**config.mk**
```make
export PLATFORM = sky130hd
export DESIGN_NAME = can_receive_flag_status
export DESIGN_NICKNAME = d
export VERILOG_FILES = /design/src/core/rx_flag_pkg.sv /design/src/core/can_receive_flag_status.sv /design/src/core/rx_state_encode.sv
export SDC_FILE = /design/constraint.sdc
export NUM_CORES = 1
export LEC_CHECK = 0
export ABC_AREA = 1
export BUFFER_PORTS_ARGS = -buffer_cell sky130_fd_sc_hd__buf_2
export CORE_MARGIN = 5
export CORE_UTILIZATION = 43
export CTS_CLUSTER_SIZE = 8
export DETAILED_ROUTE_END_ITERATION = 10
export PLACE_DENSITY = 0.82
export REMOVE_ABC_BUFFERS = 1
export SETUP_SLACK_MARGIN = 0.02
export SLEW_MARGIN = 20
export SYNTH_ARGS = -nofsm -noshare
export SYNTH_HDL_FRONTEND = slang
export SYNTH_SLANG_ARGS = --single-unit
```
**constraint.sdc**
```tcl
create_clock -name I_REF_CLK -period 1.6 [get_ports I_REF_CLK]
set_input_delay 0.08 -clock I_REF_CLK [delete_from_list [all_inputs] [get_ports I_REF_CLK]]
set_output_delay 0.08 -clock I_REF_CLK [all_outputs]
set_load 0.005 [all_outputs]
```
**src/core/rx_flag_pkg.sv**
```systemverilog
package rx_flag_pkg;
    // ----------------------------------------------------------------
    // register map (byte addresses on the register bus)
    // ----------------------------------------------------------------
    localparam logic [7:0]  ADDR_FLAGS    = 8'h00;  // receive_flag_status
    localparam logic [7:0]  ADDR_MASK     = 8'h04;  // interrupt masks
    localparam logic [7:0]  ADDR_CTRL     = 8'h08;  // wake enable, sleep, init request
    localparam logic [7:0]  ADDR_COUNTERS = 8'h0C;  // error counters, read only
    // ----------------------------------------------------------------
    // receive_flag_status fields
    // ----------------------------------------------------------------
    localparam int BIT_WAKE    = 7;
    localparam int BIT_CHANGE  = 6;
    localparam int BIT_RXST_HI = 5;
    localparam int BIT_RXST_LO = 4;
    localparam int BIT_TXST_HI = 3;
    localparam int BIT_TXST_LO = 2;
    localparam int BIT_OVERRUN = 1;
    localparam int BIT_FULL    = 0;
    localparam logic [7:0] FLAGS_RESET = 8'h00;
    localparam logic [7:0] MASK_RESET  = 8'h00;
    // ----------------------------------------------------------------
    // control register fields
    // ----------------------------------------------------------------
    localparam int BIT_WAKE_EN  = 0;
    localparam int BIT_SLEEP    = 1;
    localparam int BIT_INIT_REQ = 2;
    // ----------------------------------------------------------------
    // error-count thresholds and state codes
    // ----------------------------------------------------------------
    localparam logic [8:0] WARN_LIMIT    = 9'h060;  // 96
    localparam logic [8:0] PASSIVE_LIMIT = 9'h07F;  // 127
    localparam logic [8:0] BUSOFF_LIMIT  = 9'h0FF;  // 255
    localparam logic [1:0] ST_OK      = 2'h0;
    localparam logic [1:0] ST_WARNING = 2'h1;
    localparam logic [1:0] ST_PASSIVE = 2'h2;
    localparam logic [1:0] ST_BUSOFF  = 2'h3;
    // ----------------------------------------------------------------
    // bus answer codes
    // ----------------------------------------------------------------
    localparam logic [1:0] RESP_OKAY   = 2'h0;
    localparam logic [1:0] RESP_SLVERR = 2'h2;
endpackage

```
**src/core/can_receive_flag_status.sv**
```systemverilog
`timescale 1ns/1ps
// Behaviour
// - wake flag on bus activity while sleeping with wake enable set
// - wake request while flag set, unmasked
// - change flag when bus state changes
// - state fields frozen while change flag set
// - receiver state from receive count thresholds
// - receiver shows bus-off above 255 transmit
// - leaving bus-off returns receiver to its receive count state
// - transmitter state from transmit count thresholds
// - overrun flag on receive overrun
// - error request from change or overrun
// - full flag when message enters foreground
// - only correct messages load the foreground
// - full flag blocks the next shift
// - receive request while full flag set
// - write one clears, cause gone; zero ignored
// - init mode holds flags reset, ignores flag and mask writes
// - state fields are read only
module can_receive_flag_status
    import rx_flag_pkg::*;
(
    input  wire logic        I_REF_CLK,        // module clock
    input  wire logic        I_RESET,          // async reset, active high
    // register bus, AXI4-Lite slave
    input  wire logic [7:0]  I_AWADDR,
    input  wire logic        I_AWVALID,
    output logic             O_AWREADY,
    input  wire logic [31:0] I_WDATA,
    input  wire logic [3:0]  I_WSTRB,
    input  wire logic        I_WVALID,
    output logic             O_WREADY,
    output logic [1:0]       O_BRESP,
    output logic             O_BVALID,
    input  wire logic        I_BREADY,
    input  wire logic [7:0]  I_ARADDR,
    input  wire logic        I_ARVALID,
    output logic             O_ARREADY,
    output logic [31:0]      O_RDATA,
    output logic [1:0]       O_RRESP,
    output logic             O_RVALID,
    input  wire logic        I_RREADY,
    // protocol engine side, same clock
    input  wire logic        I_BUS_ACTIVITY,   // activity seen on the bus
    input  wire logic        I_OVERRUN,        // receive overrun pulse
    input  wire logic        I_MSG_PENDING,    // fifo holds a message to shift
    input  wire logic        I_MSG_GOOD,       // that message was received correctly
    input  wire logic [8:0]  I_TX_ERROR_COUNT, // transmit error count
    input  wire logic [8:0]  I_RX_ERROR_COUNT, // receive error count
    input  wire logic        I_INIT_MODE_ACK,  // engine acknowledges init mode
    output logic             O_SHIFT,          // move fifo entry to foreground
    output logic             O_INIT_MODE_REQUEST,
    output logic             O_SLEEP,
    output logic             O_WAKE_IRQ,
    output logic             O_ERROR_IRQ,
    output logic             O_RX_IRQ
);
    // ----------------------------------------------------------------
    // state
    // ----------------------------------------------------------------
    typedef enum logic [0:0] {IDLE, RESP} bus_type;

    logic       wake_q,   wake_d;     // wake_event_flag
    logic       chg_q,    chg_d;      // bus_state_change_flag
    logic       ovr_q,    ovr_d;      // overrun_flag
    logic       full_q,   full_d;     // rx_full_flag
    logic [1:0] rxst_q,   rxst_d;     // rx_state_field
    logic [1:0] txst_q,   txst_d;     // tx_state_field
    logic [7:0] mask_q,   mask_d;     // per-flag enables, same layout
    logic [2:0] ctrl_q,   ctrl_d;     // wake enable, sleep, init request
    logic       aw_q,     aw_d;       // write address held
    logic       w_q,      w_d;        // write data held
    logic [7:0] awa_q,    awa_d;      // captured write address
    logic [7:0] wd_q,     wd_d;       // captured write byte
    logic       wstb_q,   wstb_d;     // low lane strobe
    bus_type    wst_q,    wst_d;      // write answer state
    bus_type    rst_q,    rst_d;      // read answer state
    logic [31:0] rdat_q,  rdat_d;     // read data register
    logic [1:0] bresp_q,  bresp_d;
    logic [1:0] rresp_q,  rresp_d;

    logic [1:0] enc_rx, enc_tx;       // live state codes
    logic       in_init;              // init requested and acknowledged
    logic       wr_go;                // write lands this cycle
    logic [7:0] clr;                  // write-one-clear bits
    logic       set_wake, set_chg, set_ovr, set_full;
    logic [7:0] flags;                // assembled status byte

    rx_state_encode u_enc (
        .i_rx_count (I_RX_ERROR_COUNT),
        .i_tx_count (I_TX_ERROR_COUNT),
        .o_rx_state (enc_rx),
        .o_tx_state (enc_tx)
    );

    assign in_init = ctrl_q[BIT_INIT_REQ] & I_INIT_MODE_ACK;
    assign flags   = {wake_q, chg_q, rxst_q, txst_q, ovr_q, full_q};
    assign wr_go   = aw_q & w_q & (wst_q == IDLE);

    // ----------------------------------------------------------------
    // flag logic
    // ----------------------------------------------------------------
    always_comb begin
        set_wake = ctrl_q[BIT_SLEEP] & ctrl_q[BIT_WAKE_EN] & I_BUS_ACTIVITY;
        set_chg  = (enc_rx != rxst_q) | (enc_tx != txst_q);
        set_ovr  = I_OVERRUN;
        set_full = I_MSG_PENDING & I_MSG_GOOD & ~full_q;
        clr = (wr_go && awa_q == ADDR_FLAGS && wstb_q) ? wd_q : 8'h00;
        // set term ORed last so it wins, except change and full: their set terms need the flag clear
        wake_d = (wake_q & ~clr[BIT_WAKE]) | set_wake;
        ovr_d  = (ovr_q & ~clr[BIT_OVERRUN]) | set_ovr;
        full_d = (full_q & ~clr[BIT_FULL]) | set_full;
        chg_d  = (chg_q & ~clr[BIT_CHANGE]) | (set_chg & ~chg_q);
        // leaving bus-off gives the receive count state via encoder
        if (!chg_q) begin
            rxst_d = enc_rx;
            txst_d = enc_tx;
        end else begin
            rxst_d = rxst_q;
            txst_d = txst_q;
        end
        // init holds flags, not state fields
        if (in_init) begin
            wake_d = FLAGS_RESET[BIT_WAKE];
            chg_d  = FLAGS_RESET[BIT_CHANGE];
            ovr_d  = FLAGS_RESET[BIT_OVERRUN];
            full_d = FLAGS_RESET[BIT_FULL];
        end
    end

    always_ff @(posedge I_REF_CLK or posedge I_RESET) begin
        if (I_RESET) begin
            wake_q <= 1'b0;
            chg_q  <= 1'b0;
            ovr_q  <= 1'b0;
            full_q <= 1'b0;
            rxst_q <= ST_OK;
            txst_q <= ST_OK;
        end else begin
            wake_q <= wake_d;
            chg_q  <= chg_d;
            ovr_q  <= ovr_d;
            full_q <= full_d;
            rxst_q <= rxst_d;
            txst_q <= txst_d;
        end
    end

    // ----------------------------------------------------------------
    // outputs to engine and interrupt requests
    // ----------------------------------------------------------------
    // shift pulse sets full
    assign O_SHIFT             = set_full & ~in_init;
    assign O_INIT_MODE_REQUEST = ctrl_q[BIT_INIT_REQ];
    assign O_SLEEP             = ctrl_q[BIT_SLEEP];
    assign O_WAKE_IRQ  = wake_q & mask_q[BIT_WAKE];
    assign O_ERROR_IRQ = (chg_q & mask_q[BIT_CHANGE]) | (ovr_q & mask_q[BIT_OVERRUN]);
    assign O_RX_IRQ    = full_q & mask_q[BIT_FULL];

    // ----------------------------------------------------------------
    // AXI4-Lite slave
    // ----------------------------------------------------------------
    // one-deep capture; ready drops while a write is held so order is free
    assign O_AWREADY = ~aw_q;
    assign O_WREADY  = ~w_q;
    assign O_ARREADY = (rst_q == IDLE);
    assign O_BVALID  = (wst_q == RESP);
    assign O_RVALID  = (rst_q == RESP);
    assign O_BRESP   = bresp_q;
    assign O_RRESP   = rresp_q;
    assign O_RDATA   = rdat_q;

    always_comb begin
        // hold everything unless a branch below moves it
        aw_d    = aw_q;
        w_d     = w_q;
        awa_d   = awa_q;
        wd_d    = wd_q;
        wstb_d  = wstb_q;
        wst_d   = wst_q;
        bresp_d = bresp_q;
        mask_d  = mask_q;
        ctrl_d  = ctrl_q;
        rst_d   = rst_q;
        rdat_d  = rdat_q;
        rresp_d = rresp_q;
        // capture address and data independently
        if (I_AWVALID && !aw_q) begin
            aw_d = 1'b1;
            awa_d = I_AWADDR;
        end
        if (I_WVALID && !w_q) begin
            w_d = 1'b1;
            wd_d = I_WDATA[7:0];
            wstb_d = I_WSTRB[0];
        end
        // write lands, answer next cycle
        if (wr_go) begin
            aw_d = 1'b0;
            w_d = 1'b0;
            wst_d = RESP;
            bresp_d = RESP_OKAY;
            case (awa_q)
                ADDR_FLAGS: ;
                ADDR_MASK: begin
                    // mask also frozen in init mode
                    if (wstb_q && !in_init) mask_d = wd_q;
                end
                ADDR_CTRL: begin
                    if (wstb_q) ctrl_d = wd_q[2:0];
                end
                ADDR_COUNTERS: ;
                default: bresp_d = RESP_SLVERR;
            endcase
        end else if (wst_q == RESP && I_BREADY) begin
            wst_d = IDLE;
        end
        if (in_init) mask_d = MASK_RESET;
        // read path
        if (rst_q == IDLE && I_ARVALID) begin
            rst_d = RESP;
            rresp_d = RESP_OKAY;
            case (I_ARADDR)
                ADDR_FLAGS:    rdat_d = {24'h000000, flags};
                ADDR_MASK:     rdat_d = {24'h000000, mask_q};
                ADDR_CTRL:     rdat_d = {28'h0000000, I_INIT_MODE_ACK, ctrl_q};
                ADDR_COUNTERS: rdat_d = {7'h00, I_TX_ERROR_COUNT, 7'h00, I_RX_ERROR_COUNT};
                default: begin
                    rdat_d = 32'h00000000;
                    rresp_d = RESP_SLVERR;
                end
            endcase
        end else if (rst_q == RESP && I_RREADY) begin
            rst_d = IDLE;
        end
    end

    always_ff @(posedge I_REF_CLK or posedge I_RESET) begin
        if (I_RESET) begin
            aw_q    <= 1'b0;
            w_q     <= 1'b0;
            awa_q   <= 8'h00;
            wd_q    <= 8'h00;
            wstb_q  <= 1'b0;
            wst_q   <= IDLE;
            rst_q   <= IDLE;
            rdat_q  <= 32'h00000000;
            bresp_q <= RESP_OKAY;
            rresp_q <= RESP_OKAY;
            mask_q  <= MASK_RESET;
            ctrl_q  <= 3'h0;
        end else begin
            aw_q    <= aw_d;
            w_q     <= w_d;
            awa_q   <= awa_d;
            wd_q    <= wd_d;
            wstb_q  <= wstb_d;
            wst_q   <= wst_d;
            rst_q   <= rst_d;
            rdat_q  <= rdat_d;
            bresp_q <= bresp_d;
            rresp_q <= rresp_d;
            mask_q  <= mask_d;
            ctrl_q  <= ctrl_d;
        end
    end
endmodule

```
**src/core/rx_state_encode.sv**
```systemverilog
`timescale 1ns/1ps
// maps the two error counters onto the receiver and transmitter state codes
module rx_state_encode
    import rx_flag_pkg::*;
(
    input  wire logic [8:0] i_rx_count,  // receive error count
    input  wire logic [8:0] i_tx_count,  // transmit error count
    output logic      [1:0] o_rx_state,  // receiver state code
    output logic      [1:0] o_tx_state   // transmitter state code
);
    // ----------------------------------------------------------------
    // combinational encoding
    // ----------------------------------------------------------------
    always_comb begin
        if (i_tx_count > BUSOFF_LIMIT) begin
            o_tx_state = ST_BUSOFF;
        end else if (i_tx_count > PASSIVE_LIMIT) begin
            o_tx_state = ST_PASSIVE;
        end else if (i_tx_count > WARN_LIMIT) begin
            o_tx_state = ST_WARNING;
        end else begin
            o_tx_state = ST_OK;
        end
        if (i_tx_count > BUSOFF_LIMIT) begin
            o_rx_state = ST_BUSOFF;
        end else if (i_rx_count > PASSIVE_LIMIT) begin
            o_rx_state = ST_PASSIVE;
        end else if (i_rx_count > WARN_LIMIT) begin
            o_rx_state = ST_WARNING;
        end else begin
            o_rx_state = ST_OK;
        end
    end
endmodule

```
---- Word-level counts from Yosys, hierarchy flattened ----
Cells that the tools add are included.
Widths: inputs -> output; s select.
word-level totals
  input port bits ......................... 82
  output and inout port bits .............. 47
  register bits ........................... 76
cells by class
  bitwise logic cells ..................... 34
  equality and inequality tests ........... 8
  multiplexer cells ....................... 26
  reductions and logical operators ........ 24
  magnitude comparators ................... 5
operator list
  cell                number
  $pmux 25 s4         1
  $mux 8              5
  $gt 9x7->1 const B  4
  $eq 8x4->1 const B  4
  $and 1x1->1         17
  $eq 8x3->1 const B  2
  $logic_not 8->1     2
  $mux 1              14
  $reduce_bool 2->1   7
  $mux 2              6
  $not 1->1           11
  $gt 9x8->1 const B  1
  $logic_and 1x1->1   8
  $reduce_or 4->1     2
  $or 1x1->1          6
  $reduce_and 3->1    2
  $ne 2x2->1          2
  $logic_not 1->1     3

---- Depth between registers and ports, before layout ----
Gate-level depths: netlist of run 1.
  depth in word-level cells ............... 9
  depth in mapped cells ................... 9

---- By module ----
From an unflattened synthesis of run 1, not the netlist that was laid out.
unflattened totals
  cell total of the unflattened synthesis .. 363
  area, all modules ....................... 2987.9 µm²
by module, submodules not included
  module                   sequential area each (µm²)  area each (µm²)  instances  cells an instance
  can_receive_flag_status  1501.4                      2890.3           1          340
  rx_state_encode          0.0                         97.6             1          23

---- Worst setup path before layout of run 1 ----
Ideal clock, no wire load.
  kind .................................... reg2reg
  start ................................... reg rst_q (netlist: O_RVALID)
  end ..................................... reg rdat_q[24] (netlist: O_RDATA[24])
  period minus slack after synthesis ...... 1187 ps
  slack ................................... 413 ps
  setup time .............................. 90 ps
  arrival ................................. 1097 ps
  data required time ...................... 1510 ps
  cell stages (with the launch flop) ...... 6
  cells stage by stage .................... dfrtp_1 > inv_1 > nand2_2 > buf_1 > nand2_1 > o31ai_4
between the ends
  cells in the longest elaborated chain, start to end .. 2
RTL lines
  what                      line                            RTL
  start: declaration        can_receive_flag_status.sv:77   bus_type rst_q, rst_d;
  start signal: assignment  can_receive_flag_status.sv:259  rst_q <= rst_d;
  $not 1->1                 --
  via O_ARREADY             can_receive_flag_status.sv:38   output logic O_ARREADY,
  $logic_and 1x1->1         can_receive_flag_status.sv:220  if (rst_q == IDLE && I_ARVALID) begin
  end signal: assignment    can_receive_flag_status.sv:260  rdat_q <= rdat_d;
  end: declaration          can_receive_flag_status.sv:78   logic [31:0] rdat_q, rdat_d;
The timed path passes the listed nets, and every way through them passes these cells.
A chain may end at the register's enable or synchronous reset.

---- Worst setup path after layout of run 1 ----
  start ................................... reg awa_q[5]
  end ..................................... reg mask_q[4]
between the ends
  cells in the longest elaborated chain, start to end .. 3
RTL lines
  what                         line                            RTL
  start: declaration           can_receive_flag_status.sv:73   logic [7:0] awa_q, awa_d;
  start signal: assignment     can_receive_flag_status.sv:255  awa_q <= awa_d;
  $eq 8x3->1                   can_receive_flag_status.sv:203  case (awa_q)
  $reduce_bool 2->1 (no line)  --
  $reduce_and 3->1 (no line)   --
  end signal: assignment       can_receive_flag_status.sv:263  mask_q <= mask_d;
  end: declaration             can_receive_flag_status.sv:69   logic [7:0] mask_q, mask_d;
No other way between the ends.

==> impl_metrics.sql, run 1 <==
INSERT INTO impl_metrics (metric_group, metric, value, unit) VALUES
('detailed_routing', 'detail_route.vias_per_cell', '4.81', ''),
('finish', 'area.growth.synth_to_final', '28.5', '%'),
('finish', 'fin_util', '0.565', ''),
('hold_path', 'timing.hold.worst.start', 'I_AWADDR[2]', ''),
('clock_network', 'clk_pin_slew', '60', 'ps'),
('yosys', 'post_synth_inst_count', '356', ''),
('finish', 'mostFrequentLayoutCells', 'nand2_1 (89), buf_2 (85), dfrtp_1 (60)', ''),
('finish', 'antennaDiodeCount', '0', ''),
('power_and_ir_drop', 'power_leakage', '2.08', 'nW'),
('detailed_routing', 'drtIter0Drc', '111', ''),
('floorplan', 'die_area', '8660', 'um^2'),
('worst_setup_path', 'crit_arrival', '1640', 'ps'),
('clock_network', 'cts_resized', '0', ''),
('outcome', 'status', 'finished clean', ''),
('clock_network', 'postCtsSetupBuffers', '0', ''),
('detailed_routing', 'firstDrtPassIters', '4', ''),
('finish', 'commonest_non_fill_non_tap_cell_in_the_layout', 'nand2_1', ''),
('timing', 'number_of_failing_setup_endpoints_in_the_final_timing_report', '0', ''),
('clock_network', 'clk_path_buf_depth', '2', ''),
('floorplan', 'start_util', '0.439', ''),
('timing', 'hold-worst-slack', '16.0', 'ps'),
('placement', 'detailedPlacementHpwl', '5.22', 'mm'),
('global_route', 'first_pass_grt_wire_length', '12.3', 'mm'),
('detailed_routing', 'num_vias', '2647', ''),
('worst_setup_path', 'max_fanout_on_critical_path', '8', ''),
('worst_setup_path', 'startpoint_type', 'flop', ''),
('worst_setup_path', 'critPathRequiredTime', '1840', 'ps'),
('power_and_ir_drop', 'worst_ir_drop_vdd', '0.961', 'mV'),
('yosys', 'netlist.top_cell.by_area', 'dfrtp_1', ''),
('timing', 'finalSetupTns', '0', 'ps'),
('global_route', 'global_route.usage.total', '0.179', ''),
('global_route', 'grt_pass1_vias', '2705', ''),
('yosys', 'synth.ff_latch_count', '60', ''),
('floorplan', 'core_area', '6760', 'um^2'),
('finish', 'layout.cells.non_filler', '550', ''),
('detailed_routing', 'route.antenna.remaining_nets', '0', ''),
('clock_network', 'tritoncts_clock_tree', 'done', ''),
('placement', 'buffers_added_on_ports', '85', ''),
('yosys', 'yosysSeqAreaShare', '0.506', ''),
('worst_setup_path', 'critPathCaptureType', 'flop', ''),
('global_route', 'globalRouteOverflowTotal', '0', ''),
('global_route', 'antenna_found_initial', '0', ''),
('hold_path', 'worst_hold_path_type', 'in2reg', ''),
('clock_network', 'cts_buf_count', '9', ''),
('timing', 'maxSlewViolCount', '0', ''),
('yosys', 'synth_top_cell_area_share', '0.506', ''),
('floorplan', 'die_y', '93.1', 'um'),
('hold_path', 'hold-path-cell-count', '3', ''),
('timing', 'min_period_over_period', '0.872', ''),
('placement', 'place_worst_setup_slack', '260', 'ps'),
('detailed_routing', 'wl_per_cell', '13.1', 'um'),
('yosys', 'syn-cell-area', '2970', 'um^2'),
('timing', 'unrepaired_setup_endpoints_after_global_routing', 'no', ''),
('worst_setup_path', 'timing.critical_path.from', 'awa_q[5]', ''),
('finish', 'fill_cells', '622', ''),
('detailed_routing', 'drt_drc_violations_left', '0', ''),
('run', 'drv_cap', '0', ''),
('worst_setup_path', 'rr_startpoint', 'awa_q[5]', ''),
('clock_network', 'clock_sink_count', '60', ''),
('clock_network', 'htreeDepth', '3', ''),
('placement', 'gp_congestion', '0.888', ''),
('finish', 'layout.nets', '549', ''),
('timing', 'final_clock_skew', '8.51', 'ps'),
('placement', 'dpl.cell_count', '517', ''),
('finish', 'layout-drive-gt1-share', '0.262', ''),
('clock_network', 'clock_insertion_delay_worst_skew', '330', 'ps'),
('floorplan', 'fp-row-count', '30', ''),
('yosys', 'synth-warning-count', '0', ''),
('timing', 'max_freq', '0.717', 'GHz'),
('power_and_ir_drop', 'power_per_cell_area', '1210', 'nW/um^2'),
('global_route', 'grt_start_max_net_pins', '61', ''),
('clock_network', 'root_buffer', 'clkbuf_8', ''),
('worst_setup_path', 'critical_path_class', 'reg2reg', ''),
('timing', 'worst_slack', '205', 'ps'),
('timing', 'final_period_minus_worst_setup_slack', '1390', 'ps'),
('detailed_routing', 'wirelength', '7.22', 'mm'),
('yosys', 'avgSynthCellArea', '8.34', 'um^2'),
('yosys', 'yosys.cell_types.count', '27', ''),
('clock_network', 'holdBufCountCts', '19', ''),
('yosys', 'synth.area.top_cells', 'dfrtp_1 (51%), nand2_1 (11%), nand3_1 (6.7%), o21ai_0 (5.6%), inv_1 (5.1%)', ''),
('floorplan', 'ios', '129', ''),
('timing', 'timing.final.hold_violations', '0', ''),
('worst_setup_path', 'rr_worst_depth', '5', ''),
('floorplan', 'die_width', '93.1', 'um');
[cell type report]
class,count,area (um^2),area share
clock buffer,12,155,0.0407
clock inverter,2,35.0,0.00918
inverter,40,150,0.0394
multi-input combinational,247,1210,0.316
sequential,60,1500,0.394
tap,80,100,0.0262
timing repair buffer,109,666,0.174
[kinds of logic (layout without fill, tap and decap cells)]
family / after synthesis / in the layout / synth area share
compound gates: 53 / 53 / 0.109
buf+inv: 64 / 163 / 0.106
flops: 60 / 60 / 0.506
mux: 8 / 8 / 0.0304
other cells: 1 / 16 / 0.00126
simple gates: 170 / 170 / 0.247
[worst max-delay path, stage by stage (launching register included)]
cell and delay [ps]:
dfrtp_1 380, nor2_1 120, nand3_1 110, nor2_1 180, nand3_1 260, o21ai_0 250
[report_power, final]
group / total, mW / switching, mW / internal (mW)
clock: 1.33 / 0.541 / 0.785
sequential: 2.18 / 0.248 / 1.93
combinational: 1.10 / 0.620 / 0.482
total: 4.60 / 1.41 / 3.19
[flip-flops by register name, summed over array words and instances (netlist names), 2 cells and up]
name / cells
wd_q: 8
ctrl_q: 3
O_RDATA: 18
txst_q: 2
mask_q: 8
awa_q: 8
rxst_q: 2
[synth_stat cells (all sizes together)]
library cell / number
a21oi: 12
a22o: 1
buf: 21
clkbuf: 3
conb: 1
dfrtp: 60
inv: 40
mux2: 8
nand2: 92
nand3: 40
nand4: 2
nor2: 33
nor3: 3
o211ai: 2
o21ai: 33
o21bai: 1
o31ai: 4
[worst paths after layout]
| path | to | slack [ps] |
|---|---|---|
| min | awa_q[2] | 20 |
| max reg2reg | mask_q[4] | 210 |
| min in group asynchronous | O_RVALID | 350 |
| min reg2reg | O_RDATA[18] | 480 |
| max | mask_q[4] | 210 |
| max in group asynchronous | wake_q | 970 |
[through the flow]
stage | total power [mW] | cell area (um^2)
3_3_place_gp | 3.19 | 3430
4_1_cts | 4.63 | 3810
2_1_floorplan | 2.83 | 2860
5_1_grt | 4.92 | 3810
6_report | 4.60 | 3810
3_5_place_dp | 3.26 | 3430
[metal layers]
metal | part of all wire | wire length (um) | GRT usage
met5 | 0 | 0 | 0
met2 | 0.48 | 3490 | 0.297
met4 | 0.014 | 98 | 0.0781
met3 | 0.083 | 600 | 0.0491
met1 | 0.42 | 3030 | 0.218
Power figures use the tool's default switching activity.
==> run 2: changes to the inputs <==
--- a/config.mk
+++ b/config.mk
@@ -7,11 +7,14 @@
 export LEC_CHECK = 0
 export ABC_AREA = 1
 export BUFFER_PORTS_ARGS = -buffer_cell sky130_fd_sc_hd__buf_2
+export CELL_PAD_IN_SITES_DETAIL_PLACEMENT = 1
+export CELL_PAD_IN_SITES_GLOBAL_PLACEMENT = 2
 export CORE_MARGIN = 5
-export CORE_UTILIZATION = 43
+export CORE_UTILIZATION = 28
+export CTS_BUF_LIST = sky130_fd_sc_hd__clkbuf_16
 export CTS_CLUSTER_SIZE = 8
 export DETAILED_ROUTE_END_ITERATION = 10
-export PLACE_DENSITY = 0.82
+export PLACE_DENSITY = 0.91
 export REMOVE_ABC_BUFFERS = 1
 export SETUP_SLACK_MARGIN = 0.02
 export SLEW_MARGIN = 20
==> constraint.sdc (replaced) <==
create_clock -name I_REF_CLK -period 1.8 [get_ports I_REF_CLK]
set_input_delay 0.09 -clock I_REF_CLK [delete_from_list [all_inputs] [get_ports I_REF_CLK]]
set_output_delay 0.09 -clock I_REF_CLK [all_outputs]
set_load 0.005 [all_outputs]
==> run 2 against run 1 <==
  * Hold slack got worse by 2.6 ps
  * Routed wire length rose by 16%
  * Sequential power fell by 11%
  * Setup slack improved by 140 ps
  * First-iteration DRC count down 26%
  * Via count is 1.8% higher
  * Global-route usage fell by 4.4 points
  * Critical path depth down 1
  * Core utilization shrank 18 points
  * Non-clock buffer count fell by 4
  * Die area up 47%
  * Highest routed layer unchanged
==> impl_metrics.sql, run 2 (same netlist as run 1, synthesis figures left out) <==
INSERT INTO impl_metrics (metric_group, metric, value, unit) VALUES
('outcome', 'status', 'finished clean', ''),
('worst_setup_path', 'crit_arrival', '1370', 'ps'),
('floorplan', 'die_width', '113', 'um'),
('placement', 'gp_congestion', '0.758', ''),
('clock_network', 'cts_buf_count', '9', ''),
('floorplan', 'core_area', '10300', 'um^2'),
('finish', 'commonest_non_fill_non_tap_cell_in_the_layout', 'nand2_1', ''),
('detailed_routing', 'wirelength', '8.37', 'mm'),
('timing', 'min_period_over_period', '0.809', ''),
('timing', 'max_freq', '0.687', 'GHz'),
('power_and_ir_drop', 'p_total', '4.69', 'mW'),
('power_and_ir_drop', 'power.net_switching', '1.37', 'mW'),
('worst_setup_path', 'max_fanout_on_critical_path', '5', ''),
('placement', 'buffers_added_on_ports', '85', ''),
('power_and_ir_drop', 'power_leakage', '2.11', 'nW'),
('timing', 'final_period_minus_worst_setup_slack', '1460', 'ps'),
('worst_setup_path', 'timing.critical_path.slowest_stage_cell', 'dfrtp_1', ''),
('hold_path', 'worst_hold_path_type', 'in2reg', ''),
('hold_path', 'hold-path-cell-count', '3', ''),
('global_route', 'global_route.usage.total', '0.135', ''),
('floorplan', 'die_area', '12800', 'um^2'),
('detailed_routing', 'firstDrtPassIters', '4', ''),
('power_and_ir_drop', 'power_per_cell_area', '1190', 'nW/um^2'),
('global_route', 'antenna_found_initial', '0', ''),
('power_and_ir_drop', 'power.share.switching', '0.291', ''),
('power_and_ir_drop', 'power.combinational.fraction', '0.210', ''),
('global_route', 'grt_pass1_vias', '2864', ''),
('timing', 'maxSlewViolCount', '0', ''),
('worst_setup_path', 'timing.critical_path.slowest_cell_delay', '410', 'ps'),
('finish', 'layout-drive-gt1-share', '0.261', ''),
('worst_setup_path', 'rr_worst_depth', '6', ''),
('finish', 'layout.nets', '545', ''),
('detailed_routing', 'route.antenna.remaining_nets', '0', ''),
('worst_setup_path', 'critPathCaptureType', 'primary output', ''),
('clock_network', 'clk_path_buf_depth', '2', ''),
('clock_network', 'postCtsSetupBuffers', '0', ''),
('finish', 'max_reg_flops', '18', ''),
('clock_network', 'clock_insertion_delay_worst_skew', '330', 'ps'),
('clock_network', 'clk_pin_slew', '50', 'ps'),
('worst_setup_path', 'startpoint_type', 'flop', ''),
('placement', 'detailedPlacementHpwl', '6.34', 'mm'),
('floorplan', 'start_util', '0.287', ''),
('timing', 'finalSetupTns', '0', 'ps'),
('worst_setup_path', 'critical_path.n_buffers_inverters', '2', ''),
('power_and_ir_drop', 'worst_ir_drop_vdd', '0.496', 'mV'),
('timing', 'unrepaired_setup_endpoints_after_global_routing', 'no', ''),
('floorplan', 'die_y', '113', 'um'),
('detailed_routing', 'drt_drc_violations_left', '0', ''),
('worst_setup_path', 'worst_path_dominant_cell_family', 'flip-flops', ''),
('finish', 'fill_cells', '1257', ''),
('floorplan', 'fp-row-count', '37', ''),
('finish', 'mostFrequentLayoutCells', 'nand2_1 (89), buf_2 (85), dfrtp_1 (60)', ''),
('floorplan', 'ios', '129', ''),
('power_and_ir_drop', 'power_frac_clock', '0.376', ''),
('global_route', 'grt_start_max_net_pins', '61', ''),
('clock_network', 'tritoncts_clock_tree', 'done', ''),
('detailed_routing', 'num_vias', '2694', ''),
('clock_network', 'clock_sink_count', '60', ''),
('finish', 'area.growth.synth_to_final', '33.4', '%'),
('clock_network', 'root_buffer', 'clkbuf_16', ''),
('global_route', 'first_pass_grt_wire_length', '13.7', 'mm'),
('timing', 'number_of_failing_setup_endpoints_in_the_final_timing_report', '0', ''),
('detailed_routing', 'drtIter0Drc', '82', ''),
('worst_setup_path', 'critPathRequiredTime', '1710', 'ps'),
('worst_setup_path', 'critical_path.cell_chain', 'nand2_1 > inv_1 > nor3_1 > buf_2', ''),
('finish', 'antennaDiodeCount', '0', ''),
('power_and_ir_drop', 'sequential_group_share_of_total_power', '0.414', ''),
('worst_setup_path', 'critical_path_class', 'reg2out', ''),
('run', 'drv_cap', '0', ''),
('worst_setup_path', 'cp.depth', '4', ''),
('power_and_ir_drop', 'p_int', '3.33', 'mW'),
('timing', 'final_clock_skew', '8.61', 'ps'),
('timing', 'timing.final.hold_violations', '0', ''),
('global_route', 'globalRouteOverflowTotal', '0', ''),
('detailed_routing', 'wl_per_cell', '13.9', 'um'),
('clock_network', 'htreeDepth', '3', ''),
('detailed_routing', 'detail_route.vias_per_cell', '4.47', '');
## run 2: cell types whose count changed in the layout (fill, tap and decap cells not counted)
cell,delta
clkbuf_1,-1
clkinv_1,+3
clkbuf_8,-11
dlygate4sd3_1,-4
bufinv_16,+1
clkbuf_16,+9
clkinv_2,-1
clkinv_4,+1
## run 2: routing by layer
layer / wire (um) / vias up / share of wire / global-route usage
met3: 540 / 11 / 0.065 / 0.0358
met1: 3550 / 1279 / 0.42 / 0.161
li1: - / 1327 / - / -
met4: 137 / 0 / 0.016 / 0.0505
met2: 4150 / 77 / 0.50 / 0.232
met5: 0 / - / 0 / 0
## run 2: path summary, 6_finish.rpt
path	startpoint	to	slack, ps
max in group asynchronous	I_RESET	awa_q[2]	1140
hold / removal	I_WDATA[3]	wd_q[3]	10
setup reg to reg	awa_q[0]	wake_q	460
hold reg to reg	O_RDATA[7]	O_RDATA[7]	470
setup / recovery	ctrl_q[2]	O_SHIFT	340
min in group asynchronous	I_RESET	O_RVALID	380
## run 2: layout make-up
type / instances / area, um^2 / share of cell area
multi-input cells: 247 / 1210 / 0.305
repair buffers: 105 / 626 / 0.158
inverters: 40 / 150 / 0.0379
clock buffers: 9 / 225 / 0.0569
clock inverters: 6 / 80.1 / 0.0202
flip-flops and latches: 60 / 1500 / 0.379
well taps: 136 / 170 / 0.0430
## run 2: worst reg2reg max path, stage by stage (launching register included)
cell and delay, ps:
dfrtp_1 380, nor2_1 110, nand3_1 110, nor2_1 180, nand2_1 140, o21ai_0 210, a21oi_1 100
## run 2: power by group through the flow
stage          Clock [mW]  Sequential [mW]  Combinational (mW)
2_1_floorplan           0             1.89               0.625
4_1_cts              1.83             1.95                1.01
3_3_place_gp            0             1.94               0.915
3_5_place_dp            0             1.96               0.973
6_report             1.77             1.94               0.986
5_1_grt              1.87             1.98                1.14
## run 2: through the flow
step / utilization / instance area (um^2) / std cells / hold slack, ps / setup WS [ps]
2_1_floorplan: - / 2860 / 347 / 186 / 225
3_3_place_gp: 0.339 / 3500 / 573 / 168 / 489
3_5_place_dp: 0.339 / 3500 / 573 / 191 / 425
4_1_cts: 0.384 / 3960 / 603 / 1.20 / 291
5_1_grt: 0.384 / 3960 / 603 / 31.9 / 242
6_report: 0.384 / 3960 / 603 / 13.4 / 344
## run 2: repair_timing
action                                 4_1_cts  5_1_grt
resized for setup                            0        0
endpoints found under the hold margin       74        0
hold buffers                                15        0
==> run 3: changes to the inputs <==
--- a/config.mk
+++ b/config.mk
@@ -5,16 +5,16 @@
 export SDC_FILE = /design/constraint.sdc
 export NUM_CORES = 1
 export LEC_CHECK = 0
-export ABC_AREA = 1
+export ABC_AREA = 0
 export BUFFER_PORTS_ARGS = -buffer_cell sky130_fd_sc_hd__buf_2
 export CELL_PAD_IN_SITES_DETAIL_PLACEMENT = 1
 export CELL_PAD_IN_SITES_GLOBAL_PLACEMENT = 2
 export CORE_MARGIN = 5
-export CORE_UTILIZATION = 28
+export CORE_UTILIZATION = 25
 export CTS_BUF_LIST = sky130_fd_sc_hd__clkbuf_16
 export CTS_CLUSTER_SIZE = 8
 export DETAILED_ROUTE_END_ITERATION = 10
-export PLACE_DENSITY = 0.91
+export PLACE_DENSITY = 0.81
 export REMOVE_ABC_BUFFERS = 1
 export SETUP_SLACK_MARGIN = 0.02
 export SLEW_MARGIN = 20
==> constraint.sdc (replaced) <==
create_clock -name I_REF_CLK -period 1.17 [get_ports I_REF_CLK]
set_input_delay 0.0585 -clock I_REF_CLK [delete_from_list [all_inputs] [get_ports I_REF_CLK]]
set_output_delay 0.0585 -clock I_REF_CLK [all_outputs]
set_load 0.005 [all_outputs]
==> run 3 against run 2 <==
  * Setup slack got worse by 1100 ps
  * Power rose by 61%
  * The flow now finishes with violations (setup timing)
  * Highest routed layer unchanged
  * Clock-buffer cell count did not move
  * Synthesized cell count fell by 36%
==> impl_metrics.sql, run 3 <==
INSERT INTO impl_metrics (metric_group, metric, value, unit) VALUES
('outcome', 'status', 'complete, but fails checks', ''),
('outcome', 'failed_checks', 'setup timing', ''),
('floorplan', 'fp-row-count', '38', ''),
('global_route', 'globalRouteOverflowTotal', '0', ''),
('finish', 'area.growth.synth_to_final', '56.9', '%'),
('finish', 'layout.nets', '471', ''),
('clock_network', 'clk_pin_slew', '50', 'ps'),
('yosys', 'yosys.cell_types.count', '44', ''),
('finish', 'max_reg_flops', '18', ''),
('yosys', 'netlist.top_cell.by_area', 'dfrtp_1', ''),
('detailed_routing', 'detail_route.vias_per_cell', '4.52', ''),
('yosys', 'dominant_synthesized_flop_cell', 'dfrtp_1', ''),
('hold_path', 'worst_hold_path_type', 'in2reg', ''),
('yosys', 'syn-cell-area', '2770', 'um^2'),
('power_and_ir_drop', 'power.combinational.fraction', '0.309', ''),
('floorplan', 'die_area', '13300', 'um^2'),
('timing', 'number_of_failing_setup_endpoints_in_the_final_timing_report', '37', ''),
('power_and_ir_drop', 'power_per_cell_area', '1740', 'nW/um^2'),
('clock_network', 'cts_buf_count', '9', ''),
('clock_network', 'clock_insertion_delay_worst_skew', '330', 'ps'),
('yosys', 'synthMostInstantiatedCell', 'dfrtp_1', ''),
('timing', 'final_clock_skew', '6.06', 'ps'),
('detailed_routing', 'firstDrtPassIters', '4', ''),
('floorplan', 'die_width', '115', 'um'),
('floorplan', 'ios', '129', ''),
('worst_setup_path', 'critPathCaptureType', 'flop', ''),
('placement', 'gp_congestion', '0.821', ''),
('power_and_ir_drop', 'power_frac_clock', '0.295', ''),
('timing', 'timing.final.hold_violations', '0', ''),
('worst_setup_path', 'worst_path_dominant_cell_family', 'simple AND/OR/NAND/NOR gates', ''),
('worst_setup_path', 'startpoint_type', 'flop', ''),
('finish', 'layout-drive-gt1-share', '0.492', ''),
('hold_path', 'hold-path-cell-count', '3', ''),
('yosys', 'synth-warning-count', '0', ''),
('run', 'drv_cap', '0', ''),
('detailed_routing', 'wirelength', '8.69', 'mm'),
('worst_setup_path', 'max_fanout_on_critical_path', '3', ''),
('clock_network', 'clk_path_buf_depth', '2', ''),
('worst_setup_path', 'critical_path.cell_chain', 'or4_4 > nor2_4 > or4b_4 > mux2_2', ''),
('worst_setup_path', 'rr_startpoint', 'awa_q[0]', ''),
('timing', 'unrepaired_setup_endpoints_after_global_routing', 'yes', ''),
('timing', 'worst_slack', '-753', 'ps'),
('worst_setup_path', 'critPathRequiredTime', '1380', 'ps'),
('detailed_routing', 'wl_per_cell', '16.3', 'um'),
('clock_network', 'clock_sink_count', '60', ''),
('yosys', 'synth_common_cells', 'dfrtp_1 (60), mux2_2 (23), a22o_1 (22), buf_4 (16), nand2_1 (16)', ''),
('timing', 'min_period_over_period', '1.64', ''),
('detailed_routing', 'route.antenna.remaining_nets', '0', ''),
('power_and_ir_drop', 'power.net_switching', '2.16', 'mW'),
('placement', 'detailedPlacementHpwl', '6.40', 'mm'),
('power_and_ir_drop', 'power.share.switching', '0.286', ''),
('yosys', 'post_synth_inst_count', '228', ''),
('yosys', 'synth.area.top_cells', 'dfrtp_1 (54%), mux2_2 (9.4%), a22o_1 (7.0%), buf_4 (4.3%), mux4_2 (3.3%)', ''),
('placement', 'buffers_added_on_ports', '85', ''),
('hold_path', 'hold_path_end', 'ovr_q', ''),
('clock_network', 'htreeDepth', '3', ''),
('finish', 'mostFrequentLayoutCells', 'buf_2 (84), dfrtp_1 (60), buf_4 (31)', ''),
('worst_setup_path', 'critical_path_class', 'reg2reg', ''),
('finish', 'fin_util', '0.401', ''),
('finish', 'commonest_non_fill_non_tap_cell_in_the_layout', 'buf_2', ''),
('worst_setup_path', 'rr_worst_depth', '4', ''),
('worst_setup_path', 'worst_reg2reg_path_endpoint', 'ctrl_q[1]', ''),
('yosys', 'avgSynthCellArea', '12.1', 'um^2'),
('yosys', 'yosysSeqAreaShare', '0.542', ''),
('finish', 'fill_cells', '1211', ''),
('detailed_routing', 'num_vias', '2403', ''),
('hold_path', 'timing.hold.worst.start', 'I_OVERRUN', ''),
('global_route', 'grt_start_max_net_pins', '61', ''),
('yosys', 'synth_enable_flop_cells', '0', ''),
('yosys', 'synth_top_cell_area_share', '0.542', ''),
('global_route', 'antenna_found_initial', '0', ''),
('timing', 'max_freq', '0.520', 'GHz'),
('power_and_ir_drop', 'sequential_group_share_of_total_power', '0.396', ''),
('power_and_ir_drop', 'power_leakage', '2.16', 'nW'),
('yosys', 'ys_async_sr_fraction', '1.00', ''),
('finish', 'antennaDiodeCount', '0', ''),
('global_route', 'global_route.usage.total', '0.135', ''),
('power_and_ir_drop', 'worst_ir_drop_vdd', '0.874', 'mV'),
('clock_network', 'tritoncts_clock_tree', 'done', ''),
('floorplan', 'die_y', '115', 'um'),
('global_route', 'first_pass_grt_wire_length', '13.8', 'mm'),
('floorplan', 'core_area', '10800', 'um^2'),
('power_and_ir_drop', 'p_int', '5.38', 'mW'),
('worst_setup_path', 'critical_path.n_buffers_inverters', '0', ''),
('timing', 'final_period_minus_worst_setup_slack', '1920', 'ps'),
('global_route', 'grt_pass1_vias', '2615', ''),
('yosys', 'synth.ff_latch_count', '60', ''),
('worst_setup_path', 'timing.critical_path.slowest_stage_cell', 'or4_4', ''),
('detailed_routing', 'drtIter0Drc', '59', ''),
('clock_network', 'root_buffer', 'clkbuf_16', ''),
('worst_setup_path', 'regToRegSetupSlack', '-750', 'ps'),
('timing', 'maxSlewViolCount', '0', ''),
('detailed_routing', 'drt_drc_violations_left', '0', ''),
('floorplan', 'start_util', '0.255', ''),
('worst_setup_path', 'crit_arrival', '2130', 'ps'),
('worst_setup_path', 'timing.critical_path.slowest_cell_delay', '570', 'ps'),
('timing', 'hold-worst-slack', '7.82', 'ps');
==> run 3: changes by cell type in the layout (fill, tap and decap cells not counted), moves of 10 or more <==
cell and delta:
buf_4 +27, buf_6 +16, dlygate4sd3_1 +13, nor2_1 -26
mux2_4 +14, nand2_1 -74, o21ai_0 -22, a22o_1 +21
inv_1 -33, nand3_1 -38, a21oi_1 -10
==> run 3: kinds of logic (layout without fill, tap and decap cells) <==
family                    Yosys count  in the layout  synth area share
AOI/OAI and AO/OA                  57             57             0.156
DFF                                60             60             0.542
buffers and inverters              34            183            0.0709
xor gates and xnor gates            2              2           0.00633
and+or+nand+nor                    47             47            0.0972
other                               1             16           0.00135
muxes                              27             27             0.126
==> run 3: worst max path at each step <==
| stage | start | to | slack [ps] | cells past startpoint |
|---|---|---|---|---|
| 3_3_place_gp | awa_q[0] | ctrl_q[1] | -710 | 4 |
| 4_1_cts | awa_q[0] | full_q | -750 | 6 |
| 5_1_grt | awa_q[0] | full_q | -800 | 6 |
| 2_1_floorplan | awa_q[0] | ctrl_q[0] | -670 | 4 |
| 6_report | awa_q[0] | ctrl_q[1] | -750 | 4 |
| 3_5_place_dp | awa_q[0] | mask_q[2] | -780 | 5 |
==> run 3: repair_timing <==
item	in CTS	in global routing
gates cloned	2	1
setup endpoints to repair	49	53
pin swaps	4	2
hold buffers	28	0
buffers inserted	6	2
hold endpoints to repair	87	0
resized for setup	37	21
==> run 3: power by group through the flow <==
stage / Sequential (mW) / Clock, mW / Combinational (mW)
finish: 2.99 / 2.22 / 2.33
floorplan: 2.91 / 0 / 0.907
detailed placement: 2.99 / 0 / 1.75
CTS: 2.98 / 2.30 / 2.26
global route: 3.05 / 2.38 / 2.55
global placement: 2.96 / 0 / 1.68
==> run 3: layer usage <==
layer  wire [um]  vias to the layer above  global-route usage
li1            -                     1132                   -
met1        3550                     1177               0.162
met2        4350                       86               0.233
met3         719                        8              0.0479
met4          78                        0              0.0344
met5           0                        -                   0
==> run 3: through the flow <==
stage / worst slack [ps] / total power, mW / TNS, ps / area [um^2] / cells
floorplan: -674 / 3.81 / -38740 / 2660 / 218
global placement: -715 / 4.63 / -12480 / 3560 / 481
detailed placement: -782 / 4.74 / -13760 / 3560 / 481
CTS: -748 / 7.54 / -12330 / 4270 / 531
global route: -796 / 7.98 / -13920 / 4350 / 532
finish: -753 / 7.54 / -11770 / 4350 / 532
==> run 3: area by class of cell <==
cell class | instances | area (um^2) | share of cell area
Sequential cell | 60 | 1500 | 0.346
Multi-Input combinational cell | 149 | 1250 | 0.289
Timing Repair Buffer | 160 | 1130 | 0.261
Clock buffer | 9 | 225 | 0.0518
Tap cell | 140 | 175 | 0.0403
Inverter | 9 | 33.8 | 0.00777
Clock inverter | 5 | 21.3 | 0.00489
==> run 3: worst reg2reg max path, delay by kind of cell (launching register included) <==
kind / cells / cell delay, ps
multiplexers: 1 / 280
AND/OR/NAND/NOR: 3 / 1160
flip-flops: 1 / 370
